==> src/shared/sap_pkg.sv <==
/*
   Constants, types and helpers for the three-axis servo position loop.
   Assumes a 25 MHz system clock and positions counted in feedback pulses.
*/
package sap_pkg;
   // clock and millisecond timing
   localparam int CLK_NS = 40;
   localparam int MS_NS = 1000000;
   localparam int MS_CYC = MS_NS / CLK_NS;
   // acceleration / deceleration times, milliseconds
   localparam int MS_W = 11;
   localparam logic [MS_W-1:0] ACC_MIN_MS = 11'h004;
   localparam logic [MS_W-1:0] ACC_RAPID_MAX_MS = 11'h200;
   localparam logic [MS_W-1:0] ACC_CUT_MAX_MS = 11'h400;
   localparam logic [MS_W-1:0] ACC_DEF_MS = 11'h064;
   // encoder multiplication factors
   localparam logic [2:0] MF_X1 = 3'h1;
   localparam logic [2:0] MF_X2 = 3'h2;
   localparam logic [2:0] MF_X4 = 3'h4;
   // position gain: setting / 64 is the loop gain
   localparam int GAIN_W = 10;
   localparam logic [GAIN_W-1:0] GAIN_MIN = 10'h008;
   localparam logic [GAIN_W-1:0] GAIN_MAX = 10'h280;
   localparam logic [GAIN_W-1:0] GAIN_FIX = 10'h040;
   localparam logic [GAIN_W-1:0] GAIN_DEF = 10'h040;
   localparam int GAIN_SHIFT = 6;
   localparam logic [15:0] BRK_DEF = 16'h000a;
   // velocity command: 2048 codes at unit gain stand for 10 V
   localparam int VCMD_W = 12;
   localparam logic signed [31:0] FERR_LIM = 32'sh00001000;
   // limits and spans in pulses (0.001 unit per pulse)
   localparam logic signed [31:0] OT_POS_DEF = 32'sh0098967f;
   localparam logic signed [31:0] OT_NEG_DEF = 32'shff676981;
   localparam logic signed [31:0] ROT_SPAN = 32'sh00057e40;
   // program coordinate clear selector bits
   localparam int CLR_END_BIT = 0;
   localparam int CLR_M99_BIT = 1;
   localparam logic ABS_DEF = 1'h1;
   localparam logic ROT_DEF = 1'h0;

   typedef enum logic [1:0] {MV_RAPID, MV_CUT, MV_G99} sap_move_e;
   typedef enum logic {RP_IDLE, RP_RUN} sap_ramp_e;

   function automatic logic [MS_W-1:0] sap_clamp_ms(input logic [MS_W-1:0] v,
                                                     input logic [MS_W-1:0] hi);
      return (v < ACC_MIN_MS) ? ACC_MIN_MS : ((v > hi) ? hi : v);
   endfunction
endpackage

==> src/sap_servo_axes.sv <==
/*
   Servo position loop for NAXES axes: quadrature feedback, servo error,
   two-region gain, velocity command, over-travel, homing, coordinate
   clearing and the acceleration ramp timer.
   Assumes encoder pins are asynchronous; all other inputs are on mclk.
*/
`timescale 1ns/100ps
module sap_servo_axes #(
   parameter int NAXES = 3,
   parameter int MS_CYCLES = sap_pkg::MS_CYC
) (
   input wire logic mclk,
   input wire logic rst,
   input wire logic enc_a [NAXES],
   input wire logic enc_b [NAXES],
   input wire logic cmd_step [NAXES],
   input wire logic cmd_dir [NAXES],
   input wire logic [2:0] mult_factor [NAXES],
   input wire logic [sap_pkg::GAIN_W-1:0] pos_gain [NAXES],
   input wire logic [15:0] brk_point [NAXES],
   input wire logic signed [31:0] over_travel_limit_pos [NAXES],
   input wire logic signed [31:0] over_travel_limit_neg [NAXES],
   input wire logic signed [31:0] home_shift [NAXES],
   input wire logic [1:0] clr_sel [NAXES],
   input wire logic abs_sel [NAXES],
   input wire logic rot_sel [NAXES],
   input wire logic home_done [NAXES],
   input wire logic end_m02_m30,
   input wire logic end_m99,
   input wire logic err_clear,
   input wire logic profile_sel,
   input wire logic [sap_pkg::MS_W-1:0] acc_rapid_ms,
   input wire logic [sap_pkg::MS_W-1:0] acc_cut_ms,
   input wire logic [sap_pkg::MS_W-1:0] acc_g99_ms,
   input wire logic move_start,
   input wire sap_pkg::sap_move_e move_kind,
   output logic signed [sap_pkg::VCMD_W-1:0] vcmd [NAXES],
   output logic signed [31:0] servo_err [NAXES],
   output logic signed [31:0] mach_pos [NAXES],
   output logic signed [31:0] prog_pos [NAXES],
   output logic follow_err [NAXES],
   output logic ot_pos_hit [NAXES],
   output logic ot_neg_hit [NAXES],
   output logic letter_incr [NAXES],
   output logic aux_valid [NAXES],
   output logic ramp_busy,
   output logic s_curve,
   output logic [sap_pkg::MS_W:0] ramp_ms,
   output logic [sap_pkg::MS_W:0] ramp_elapsed
);
   import sap_pkg::*;

   localparam int TW = $clog2(MS_CYCLES + 1);
   localparam logic signed [42:0] VPOS = 43'((1 << (VCMD_W - 1)) - 1);
   localparam logic signed [42:0] VNEG = -VPOS;

   if (NAXES < 1 || MS_CYCLES < 1) begin : g_bad
      $error("sap_servo_axes: NAXES and MS_CYCLES must be at least 1");
   end

   ////////////////////////////////////////////////////////////////////////////
   // acceleration ramp timer, shared by all axes
   sap_ramp_e rs_q, rs_d;
   logic [TW-1:0] tick_q, tick_d;
   logic [MS_W:0] ms_q, ms_d, dur_q, dur_d;
   logic [MS_W-1:0] base_q, base_d, base;
   logic sc_q, sc_d;
   sap_move_e kind_q, kind_d;

   always_comb begin
      case (move_kind)
         MV_RAPID: base = sap_clamp_ms(acc_rapid_ms, ACC_RAPID_MAX_MS);
         MV_G99: base = sap_clamp_ms(acc_g99_ms, ACC_CUT_MAX_MS);
         default: base = sap_clamp_ms(acc_cut_ms, ACC_CUT_MAX_MS);
      endcase
      rs_d = rs_q;
      tick_d = tick_q;
      ms_d = ms_q;
      dur_d = dur_q;
      base_d = base_q;
      sc_d = sc_q;
      kind_d = kind_q;
      case (rs_q)
         RP_IDLE: begin
            // a start during a running ramp is ignored
            if (move_start) begin
               rs_d = RP_RUN;
               tick_d = '0;
               ms_d = '0;
               base_d = base;
               kind_d = move_kind;
               sc_d = profile_sel;
               dur_d = profile_sel ? {base, 1'b0} : {1'b0, base};
            end
         end
         RP_RUN: begin
            if (tick_q == TW'(MS_CYCLES - 1)) begin
               tick_d = '0;
               ms_d = ms_q + (MS_W+1)'(1);
               if (ms_d == dur_q) begin
                  rs_d = RP_IDLE;
               end
            end else begin
               tick_d = tick_q + TW'(1);
            end
         end
         default: rs_d = RP_IDLE;
      endcase
   end

   always_ff @(posedge mclk or posedge rst) begin
      if (rst) begin
         rs_q <= RP_IDLE;
         tick_q <= '0;
         ms_q <= '0;
         dur_q <= '0;
         base_q <= ACC_DEF_MS;
         sc_q <= 1'b0;
         kind_q <= MV_RAPID;
      end else begin
         rs_q <= rs_d;
         tick_q <= tick_d;
         ms_q <= ms_d;
         dur_q <= dur_d;
         base_q <= base_d;
         sc_q <= sc_d;
         kind_q <= kind_d;
      end
   end

   assign ramp_busy = (rs_q == RP_RUN);
   assign s_curve = sc_q;
   assign ramp_ms = dur_q;
   assign ramp_elapsed = ms_q;

   ////////////////////////////////////////////////////////////////////////////
   // per-axis loop
   for (genvar i = 0; i < NAXES; i++) begin : g_axis
      logic a1_q, a2_q, ap_q, b1_q, b2_q, bp_q;
      logic signed [31:0] fb_q, fb_d, mach_q, mach_d, prog_q, prog_d, err, aerr;
      logic signed [VCMD_W-1:0] vc_q, vc_d;
      logic signed [42:0] prod, sh;
      logic [GAIN_W-1:0] gain;
      logic ferr_q, ferr_d, ea, eb, up, cnt, stp, ot_p, ot_n;

      always_comb begin
         ea = a2_q ^ ap_q;
         eb = b2_q ^ bp_q;
         up = ~(ap_q ^ b2_q);
         case (mult_factor[i])
            MF_X2: cnt = ea;
            MF_X4: cnt = ea ^ eb;
            default: cnt = ea & a2_q;
         endcase
         // rotary axes turn without end, so no software travel limit
         ot_p = !rot_sel[i] && mach_q >= over_travel_limit_pos[i];
         ot_n = !rot_sel[i] && mach_q <= over_travel_limit_neg[i];
         stp = cmd_step[i] && !(cmd_dir[i] ? ot_n : ot_p);
         err = mach_q - fb_q;
         aerr = (err < 0) ? -err : err;
         if (aerr < $signed({16'h0, brk_point[i]})) begin
            gain = GAIN_FIX;
         end else if (pos_gain[i] < GAIN_MIN) begin
            gain = GAIN_MIN;
         end else if (pos_gain[i] > GAIN_MAX) begin
            gain = GAIN_MAX;
         end else begin
            gain = pos_gain[i];
         end
         prod = 43'(err * $signed({1'b0, gain}));
         sh = prod >>> GAIN_SHIFT;
         if (sh > VPOS) begin
            sh = VPOS;
         end else if (sh < VNEG) begin
            sh = VNEG;
         end
         vc_d = sh[VCMD_W-1:0];
         fb_d = fb_q;
         mach_d = mach_q;
         prog_d = prog_q;
         if (cnt) begin
            fb_d = up ? fb_q + 32'sh1 : fb_q - 32'sh1;
         end
         if (stp) begin
            mach_d = cmd_dir[i] ? mach_q - 32'sh1 : mach_q + 32'sh1;
            prog_d = cmd_dir[i] ? prog_q - 32'sh1 : prog_q + 32'sh1;
         end
         if (rot_sel[i]) begin
            if (prog_d >= ROT_SPAN) begin
               prog_d = prog_d - ROT_SPAN;
            end else if (prog_d < 0) begin
               prog_d = prog_d + ROT_SPAN;
            end
         end
         if ((end_m02_m30 && clr_sel[i][CLR_END_BIT]) ||
             (end_m99 && clr_sel[i][CLR_M99_BIT])) begin
            prog_d = '0;
         end
         if (home_done[i]) begin
            mach_d = home_shift[i];
            prog_d = home_shift[i];
            fb_d = home_shift[i];
         end
         // a new excess wins over a clear in the same cycle
         ferr_d = (aerr > FERR_LIM) || (ferr_q && !err_clear);
      end

      always_ff @(posedge mclk or posedge rst) begin
         if (rst) begin
            {a1_q, a2_q, ap_q, b1_q, b2_q, bp_q} <= '0;
            fb_q <= '0;
            mach_q <= '0;
            prog_q <= '0;
            vc_q <= '0;
            ferr_q <= 1'b0;
         end else begin
            a1_q <= enc_a[i];
            a2_q <= a1_q;
            ap_q <= a2_q;
            b1_q <= enc_b[i];
            b2_q <= b1_q;
            bp_q <= b2_q;
            fb_q <= fb_d;
            mach_q <= mach_d;
            prog_q <= prog_d;
            vc_q <= vc_d;
            ferr_q <= ferr_d;
         end
      end

      assign vcmd[i] = vc_q;
      assign servo_err[i] = err;
      assign mach_pos[i] = mach_q;
      assign prog_pos[i] = prog_q;
      assign follow_err[i] = ferr_q;
      assign ot_pos_hit[i] = ot_p;
      assign ot_neg_hit[i] = ot_n;
      assign letter_incr[i] = ~abs_sel[i];
      assign aux_valid[i] = abs_sel[i];

   end
endmodule // sap_servo_axes

==> config.mk <==
export PLATFORM = sky130hd
export DESIGN_NAME = sap_servo_axes
export DESIGN_NICKNAME = d
export VERILOG_FILES = /design/src/shared/sap_pkg.sv /design/src/sap_servo_axes.sv
export SDC_FILE = /design/constraint.sdc
export NUM_CORES = 2
export LEC_CHECK = 0
export BUFFER_PORTS_ARGS = -buffer_cell sky130_fd_sc_hd__buf_2
export CORE_AREA = 2 2 449 451
export DETAILED_ROUTE_END_ITERATION = 8
export DIE_AREA = 0 0 451 453
export GPL_TIMING_DRIVEN = 0
export PLACE_DENSITY = 0.68
export SYNTH_ARGS = -nofsm -noshare
export SYNTH_HDL_FRONTEND = slang
export SYNTH_SLANG_ARGS = --single-unit
export TNS_END_PERCENT = 1
==> constraint.sdc <==
create_clock -name mclk -period 13.2 [get_ports mclk]
set_clock_uncertainty 0.05 [all_clocks]
set_input_delay 1.32 -clock mclk [delete_from_list [all_inputs] [get_ports mclk]]
set_output_delay 1.32 -clock mclk [all_outputs]
set_load 0.01 [all_outputs]
# Word-level counts from Yosys, hierarchy flattened

Index checks and enable logic that the tools add are counted.

Flip-flop bits (word level): 386
Latch bits: 0
Bits in writable memories: 0
Memory bits (read-only): 0
Input bits: 444
Memories: 0

$add $sub $neg: 32
Multiply operators: 3
Divide/modulo/power cells: 0
$lt $le $gt $ge: 39
Equal/unequal tests: 11
Shifts and indexed selects: 0
Multiplexer cells: 81
Bitwise gates (word level): 19
Reductions and logical operators: 40

Operators by type and width:

| kind                   | count |
|---|---|
| $mux 32                | 42 |
| $add 32x2->32 const B  | 9 |
| $sub 32x2->32 const B  | 9 |
| $lt 32x1->1 const B    | 6 |
| $mul 32x11->43         | 3 |
| $gt 37x12->1 const B   | 3 |
| $lt 37x12->1 const B   | 3 |
| $mux 12                | 9 |
| $add 32x20->32 const B | 3 |
| $ge 32x20->1 const B   | 3 |
| $ge 32x32->1           | 3 |
| $gt 32x14->1 const B   | 3 |
| $le 32x32->1           | 3 |
| $lt 32x17->1           | 3 |
| $neg 32->32            | 3 |
| $sub 32x20->32 const B | 3 |
| $sub 32x32->32         | 3 |
| $mux 10                | 9 |
| $mux 11                | 6 |
| $lt 11x3->1 const B    | 3 |
| $gt 10x10->1 const B   | 3 |
| $lt 10x4->1 const B    | 3 |
| $mux 15                | 2 |
| $pmux 15 s2            | 1 |
| 24 further kinds       | 87 |

# Depth between registers and ports, before layout

Word-level depth: 12
Depth in mapped cells: 65
Mapped depth without buffers: 58

# Least setup slack after synthesis

OpenSTA, ideal clock, no wires.

Kind: flip-flop to flip-flop
Start point: register g_axis[2].mach_q[1]
End point: register g_axis[2].vc_q[4]
Arrival: 13.144 ns
Data required time: 13.015 ns
Setup slack: -0.129 ns
Cell stages (with the launch flop): 60
Cells stage by stage: dfrtp_1 > ha_1 > nor2b_1 > o31ai_1 > o21ai_1 > o41ai_2 > a31oi_1 > a21o_1 > o211a_1 > inv_1 > clkbuf_1 > clkbuf_1 > buf_1 > o21ai_0 > ha_1 > a21boi_0 > o21a_1 > o21ai_0 > [24 not listed] > inv_1 > ha_1 > a21o_1 > a21o_1 > a21o_1 > a21o_1 > a22o_1 > a2111oi_1 > o21a_1 > o21ai_1 > a221o_1 > a21oi_1 > xnor2_1 > or4_1 > or4_1 > buf_2 > nand2b_1 > o21ai_0

RTL lines:

| what                   | RTL line              | source |
|---|---|---|
| start, declared        | sap_servo_axes.sv:140 | `logic signed [31:0] fb_q, fb_d, mach_q, mach_d, prog_q, prog_d, err, aerr;` |
| start signal, assigned | sap_servo_axes.sv:224 | `mach_q <= mach_d;` |
| end signal, assigned   | sap_servo_axes.sv:226 | `vc_q <= vc_d;` |
| end, declared          | sap_servo_axes.sv:141 | `logic signed [VCMD_W-1:0] vc_q, vc_d;` |

# Worst setup path after layout

Start point: register g_axis[2].mach_q[4]
End point: register g_axis[2].vc_q[10]

Longest elaborated chain between the ends: 9
Elaborated cells between the ends (all ways): 11
Classes of those cells: add/sub: 2; mul: 1; order compare: 4; mux: 4

RTL lines:

| what                                              | RTL line              | source |
|---|---|---|
| $sub 32x32->32 (*)                                | sap_servo_axes.sv:159 | `err = mach_q - fb_q;` |
| $neg 32->32 / $lt 32x1->1 (equally long branches) | sap_servo_axes.sv:160 | `aerr = (err < 0) ? -err : err;` |
| $mux 32                                           | sap_servo_axes.sv:160 |  |
| $lt 32x17->1                                      | sap_servo_axes.sv:161 | `if (aerr < $signed({16'h0, brk_point[i]})) begin` |
| $mux 10                                           | sap_servo_axes.sv:161 |  |
| $mul 32x11->43 (*)                                | sap_servo_axes.sv:170 | `prod = 43'(err * $signed({1'b0, gain}));` |
| $lt 37x12->1                                      | sap_servo_axes.sv:174 | `end else if (sh < VNEG) begin` |
| $mux 12                                           | sap_servo_axes.sv:174 |  |
| $mux 12 (*)                                       | sap_servo_axes.sv:172 | `if (sh > VPOS) begin` |
| named net g_axis[2].sh[10]                        | sap_servo_axes.sv:142 | `logic signed [42:0] prod, sh;` |

Mark *: on every way through the listed nets, which the timed path passes. The rest lies on a longest branch.
A chain may end at the register's enable or synchronous reset.

==> run metrics <==
Worst Hold Slack 0.2995 ns; Core Rows 164; overall via count from detail_route a little under 80000; count of maximum capacitance violations 0; Worst R2R Path Depth ~60; global placer's final weighted congestion 0.9960; half-perimeter wire length after detailed placement ~250000 µm; netlist area before placement slightly below 0.08 mm²; number of I/O pins between 800 and 900; Routed WL per cell ~22 µm; number of buffers on the longest clock path 3; cell at the slowest stage of the critical path or4_4; post-detailed-route DRC marker count 0; wire length of the first global-routing pass approximately 460000 µm; initial core utilization about 40%; DR iter-0 viols 6621; Die Span X 451 µm; Period minus WS final 13.07 ns; detailed-route vias per instance 5.725; required time of the critical path roughly 14 ns; number of nets with antenna violations after routing 0; clock network latency to the later pin of the worst-skew pair 0.68 ns; launch point of the worst hold path g_axis[0].a1_q$_DFF_PP0_; sequential area share after synthesis around 12%; clk sinks between 300 and 400; number of global-route vias before repair around 80000; crit path launch type register; clk slew on worst S/H paths about 0.060 ns; most prevalent standard cell on the critical path fa_1; area growth from synthesis to layout 17.43%; clock root buffer clkbuf_16; die footprint ~0.20 mm²; class of the most critical hold timing path register to register; critical path class register to register; proportion of register bits with asynchronous set or reset after synthesis 100.0%; number of synthesized flops with an enable pin 0; worst hold path depth 0; Critical R2R Launch g_axis[2].mach_q[4]$_DFFE_PP0P_; Slew Viols, Final 0; Max stage delay on crit path about 0.67 ns; aggregate routed wire length just over 300000 µm; R2R Path End g_axis[2].vc_q[10]$_DFF_PP0_; total of fill cells in the finished design between 15000 and 20000; crit share post-route a little over nine tenths; Seq cells post-synth just under 400; pin count of the biggest net entering global routing between 100 and 150; hold-fix buffer count after cts 0; share of post-route cells with drive strength above 1 15.46%; number of distinct library cells after synthesis 104; setup repair after global routing missed its margin yes; r2r setup slk 0.13 ns; result of the run complete, no violations; number of warnings printed during yosys synthesis 0; kind of end point of the critical path register; TritonCTS clock tree built; total congestion overflow after global routing 0; WHS Endpoint g_axis[0].a2_q$_DFF_PP0_; initial antenna violation count 22; number of CTS-inserted buffers between 50 and 60; WP data arrival 13.55 ns; H-Tree Level Count 2; post-synth net total ~12000; leading register cell type out of synthesis dfrtp_1; Critical Path Fanout Max 10; number of cells in the design after placement about 13000; fin cells around 14000; transition at the pin with the smallest max-transition slack 1.324 ns; nets roughly 13000; drt first pass iters 6; Max-Slew Margin vs Limit ~11%; hold violation total from the final report 0; instance count of the mapped netlist approximately 10000; y dimension of the die approximately 450 µm; count of buffers inserted at the top-level ports 805; top achievable clock speed between 70 and 80 MHz; synthesized area per cell 7.938 µm²; total global routing track utilization around 29%; Finish-stage setup viols 0; floorplan core area between 0.15 and 0.2 mm²
==> metal layers <==
metal | GRT usage (%) | share of wire, % | up-vias
li1 | - | - | 35930
met1 | 36.30 | 41 | 38730
met2 | 46.12 | 45 | 3225
met3 | 4.845 | 7.5 | 782
met4 | 15.54 | 6.4 | 16
met5 | 0 | 0.036 | -
==> final cells by class <==
| class | count | area [µm²] | area share [%] |
|---|---|---|---|
| repair buffers | 997 | 5744 | 6.148 |
| diodes | 13 | 32.53 | 0.03482 |
| clock buffers | 71 | 1484 | 1.588 |
| well taps | 2656 | 3323 | 3.557 |
| multi-input cells | 7729 | 65450 | 70.06 |
| inverters | 1587 | 5991 | 6.412 |
| plain buffers | 282 | 1411 | 1.511 |
| flip-flops and latches | 386 | 9721 | 10.40 |
| clock inverters | 23 | 270.3 | 0.2893 |
==> per-stage QoR <==
| stage | util (%) | setup slack [ns] | setup TNS (ns) | area, µm² |
|---|---|---|---|---|
| after global routing | 46.89 | -0.2080 | -3.300 | 93420 |
| after floorplan | - | 0.1059 | 0 | 79580 |
| after global placement | 43.63 | -4.896 | -1956.97 | 86930 |
| after detailed placement | 43.78 | -4.421 | -135.56 | 87230 |
| after CTS | 45.63 | -0.01861 | -0.03059 | 90920 |
| final | 46.89 | 0.1327 | 0 | 93430 |
==> state kept, by name (all words and copies together), names as in the netlist, 12 cells and up <==
name           flops
g_axis.fb_q       96
g_axis.mach_q     96
g_axis.prog_q     96
g_axis.vc_q       36
ramp_elapsed      12
ramp_ms           12
tick_q            15
==> cell usage after synthesis, drive strengths merged, types with 23 or more instances <==
cell type,n,area [µm²]
a2111oi,27,237.7
a211o,24,210.2
a211oi,65,498.0
a21boi,49,367.9
a21o,221,1659
a21oi,492,2477
a31oi,87,559.3
and2,85,531.8
and3,88,550.5
buf,38,191.4
clkbuf,287,1077
clkinv,32,120.1
dfrtp,386,9659
fa,828,16580
ha,890,11140
inv,1555,5839
mux2i,104,1041
nand2,1053,3953
nand2b,82,513.0
nand3,192,960.9
nand3b,23,172.7
nand4,130,819.5
nor2,892,3348
nor2b,86,538.0
nor3,186,930.9
nor4,99,655.6
o2111ai,27,236.5
o211ai,122,920.9
o21a,166,1246
o21ai,553,2768
o21bai,66,499.2
o22ai,27,168.9
o31a,37,324.1
o31ai,50,375.4
o41ai,27,244.0
or2,47,294.0
or3,64,400.4
or4,25,191.4
xnor2,346,3038
xor2,166,1473
==> critical path, delay by kind of cell (launching register included) <==
family                     cells  cell delay (ns)
and+or+nand+nor               20             4.07
AOI/OAI and AO/OA             20             3.68
adders and majority gates      8             3.26
buffers and inverters         10             1.11
DFF                            1             0.47
xor gates and xnor gates       1             0.23
==> cell families (layout without fill, tap and decap cells) <==
group,Yosys count,in the layout,synth area share (%)
and+or+nand+nor,3135,3139,18.34
AOI/OAI and AO/OA,2234,2234,18.32
buffers and inverters,1912,2960,9.085
adders and majority gates,1718,1718,34.83
xor gates and xnor gates,512,512,5.669
DFF,386,386,12.14
muxes,126,126,1.620
other,0,13,0
==> how the worst max path moves through the flow <==
| stage | startpoint | end | slack, ns |
|---|---|---|---|
| 2_1_floorplan | g_axis[2].mach_q[11]$_DFFE_PP0P_ | g_axis[2].vc_q[4]$_DFF_PP0_ | 0.11 |
| 3_3_place_gp | rst | ramp_ms[10]$_DFFE_PP0P_ | -4.90 |
| 3_5_place_dp | g_axis[1].mach_q[17]$_DFFE_PP0P_ | g_axis[1].vc_q[9]$_DFF_PP0_ | -4.42 |
| 4_1_cts | g_axis[1].mach_q[0]$_DFFE_PP0P_ | g_axis[1].vc_q[2]$_DFF_PP0_ | -0.02 |
| 5_1_grt | g_axis[2].mach_q[4]$_DFFE_PP0P_ | g_axis[2].vc_q[0]$_DFF_PP0_ | -0.21 |
| 6_report | g_axis[2].mach_q[4]$_DFFE_PP0P_ | g_axis[2].vc_q[10]$_DFF_PP0_ | 0.13 |
==> cell usage in the layout (no fill, tap or decap), types with 187 or more instances in the layout <==
master    count
ha_1        822
buf_2       808
fa_1        822
xnor2_1     313
nand2_1    1028
nor2_1      880
o21ai_0     515
clkbuf_1    205
a21oi_1     466
nand3_1     187
inv_1      1518
dfrtp_1     337
a21o_1      220
==> what timing repair did <==
action,in CTS,in global routing
resized for setup,346,387
pin swaps,54,159
buffers inserted,67,111
cloned,4,3
endpoints found under the setup margin,36,36
Power is not shown: default switching activity piles up to over one toggle a cycle in this logic, so the estimate is an artifact.
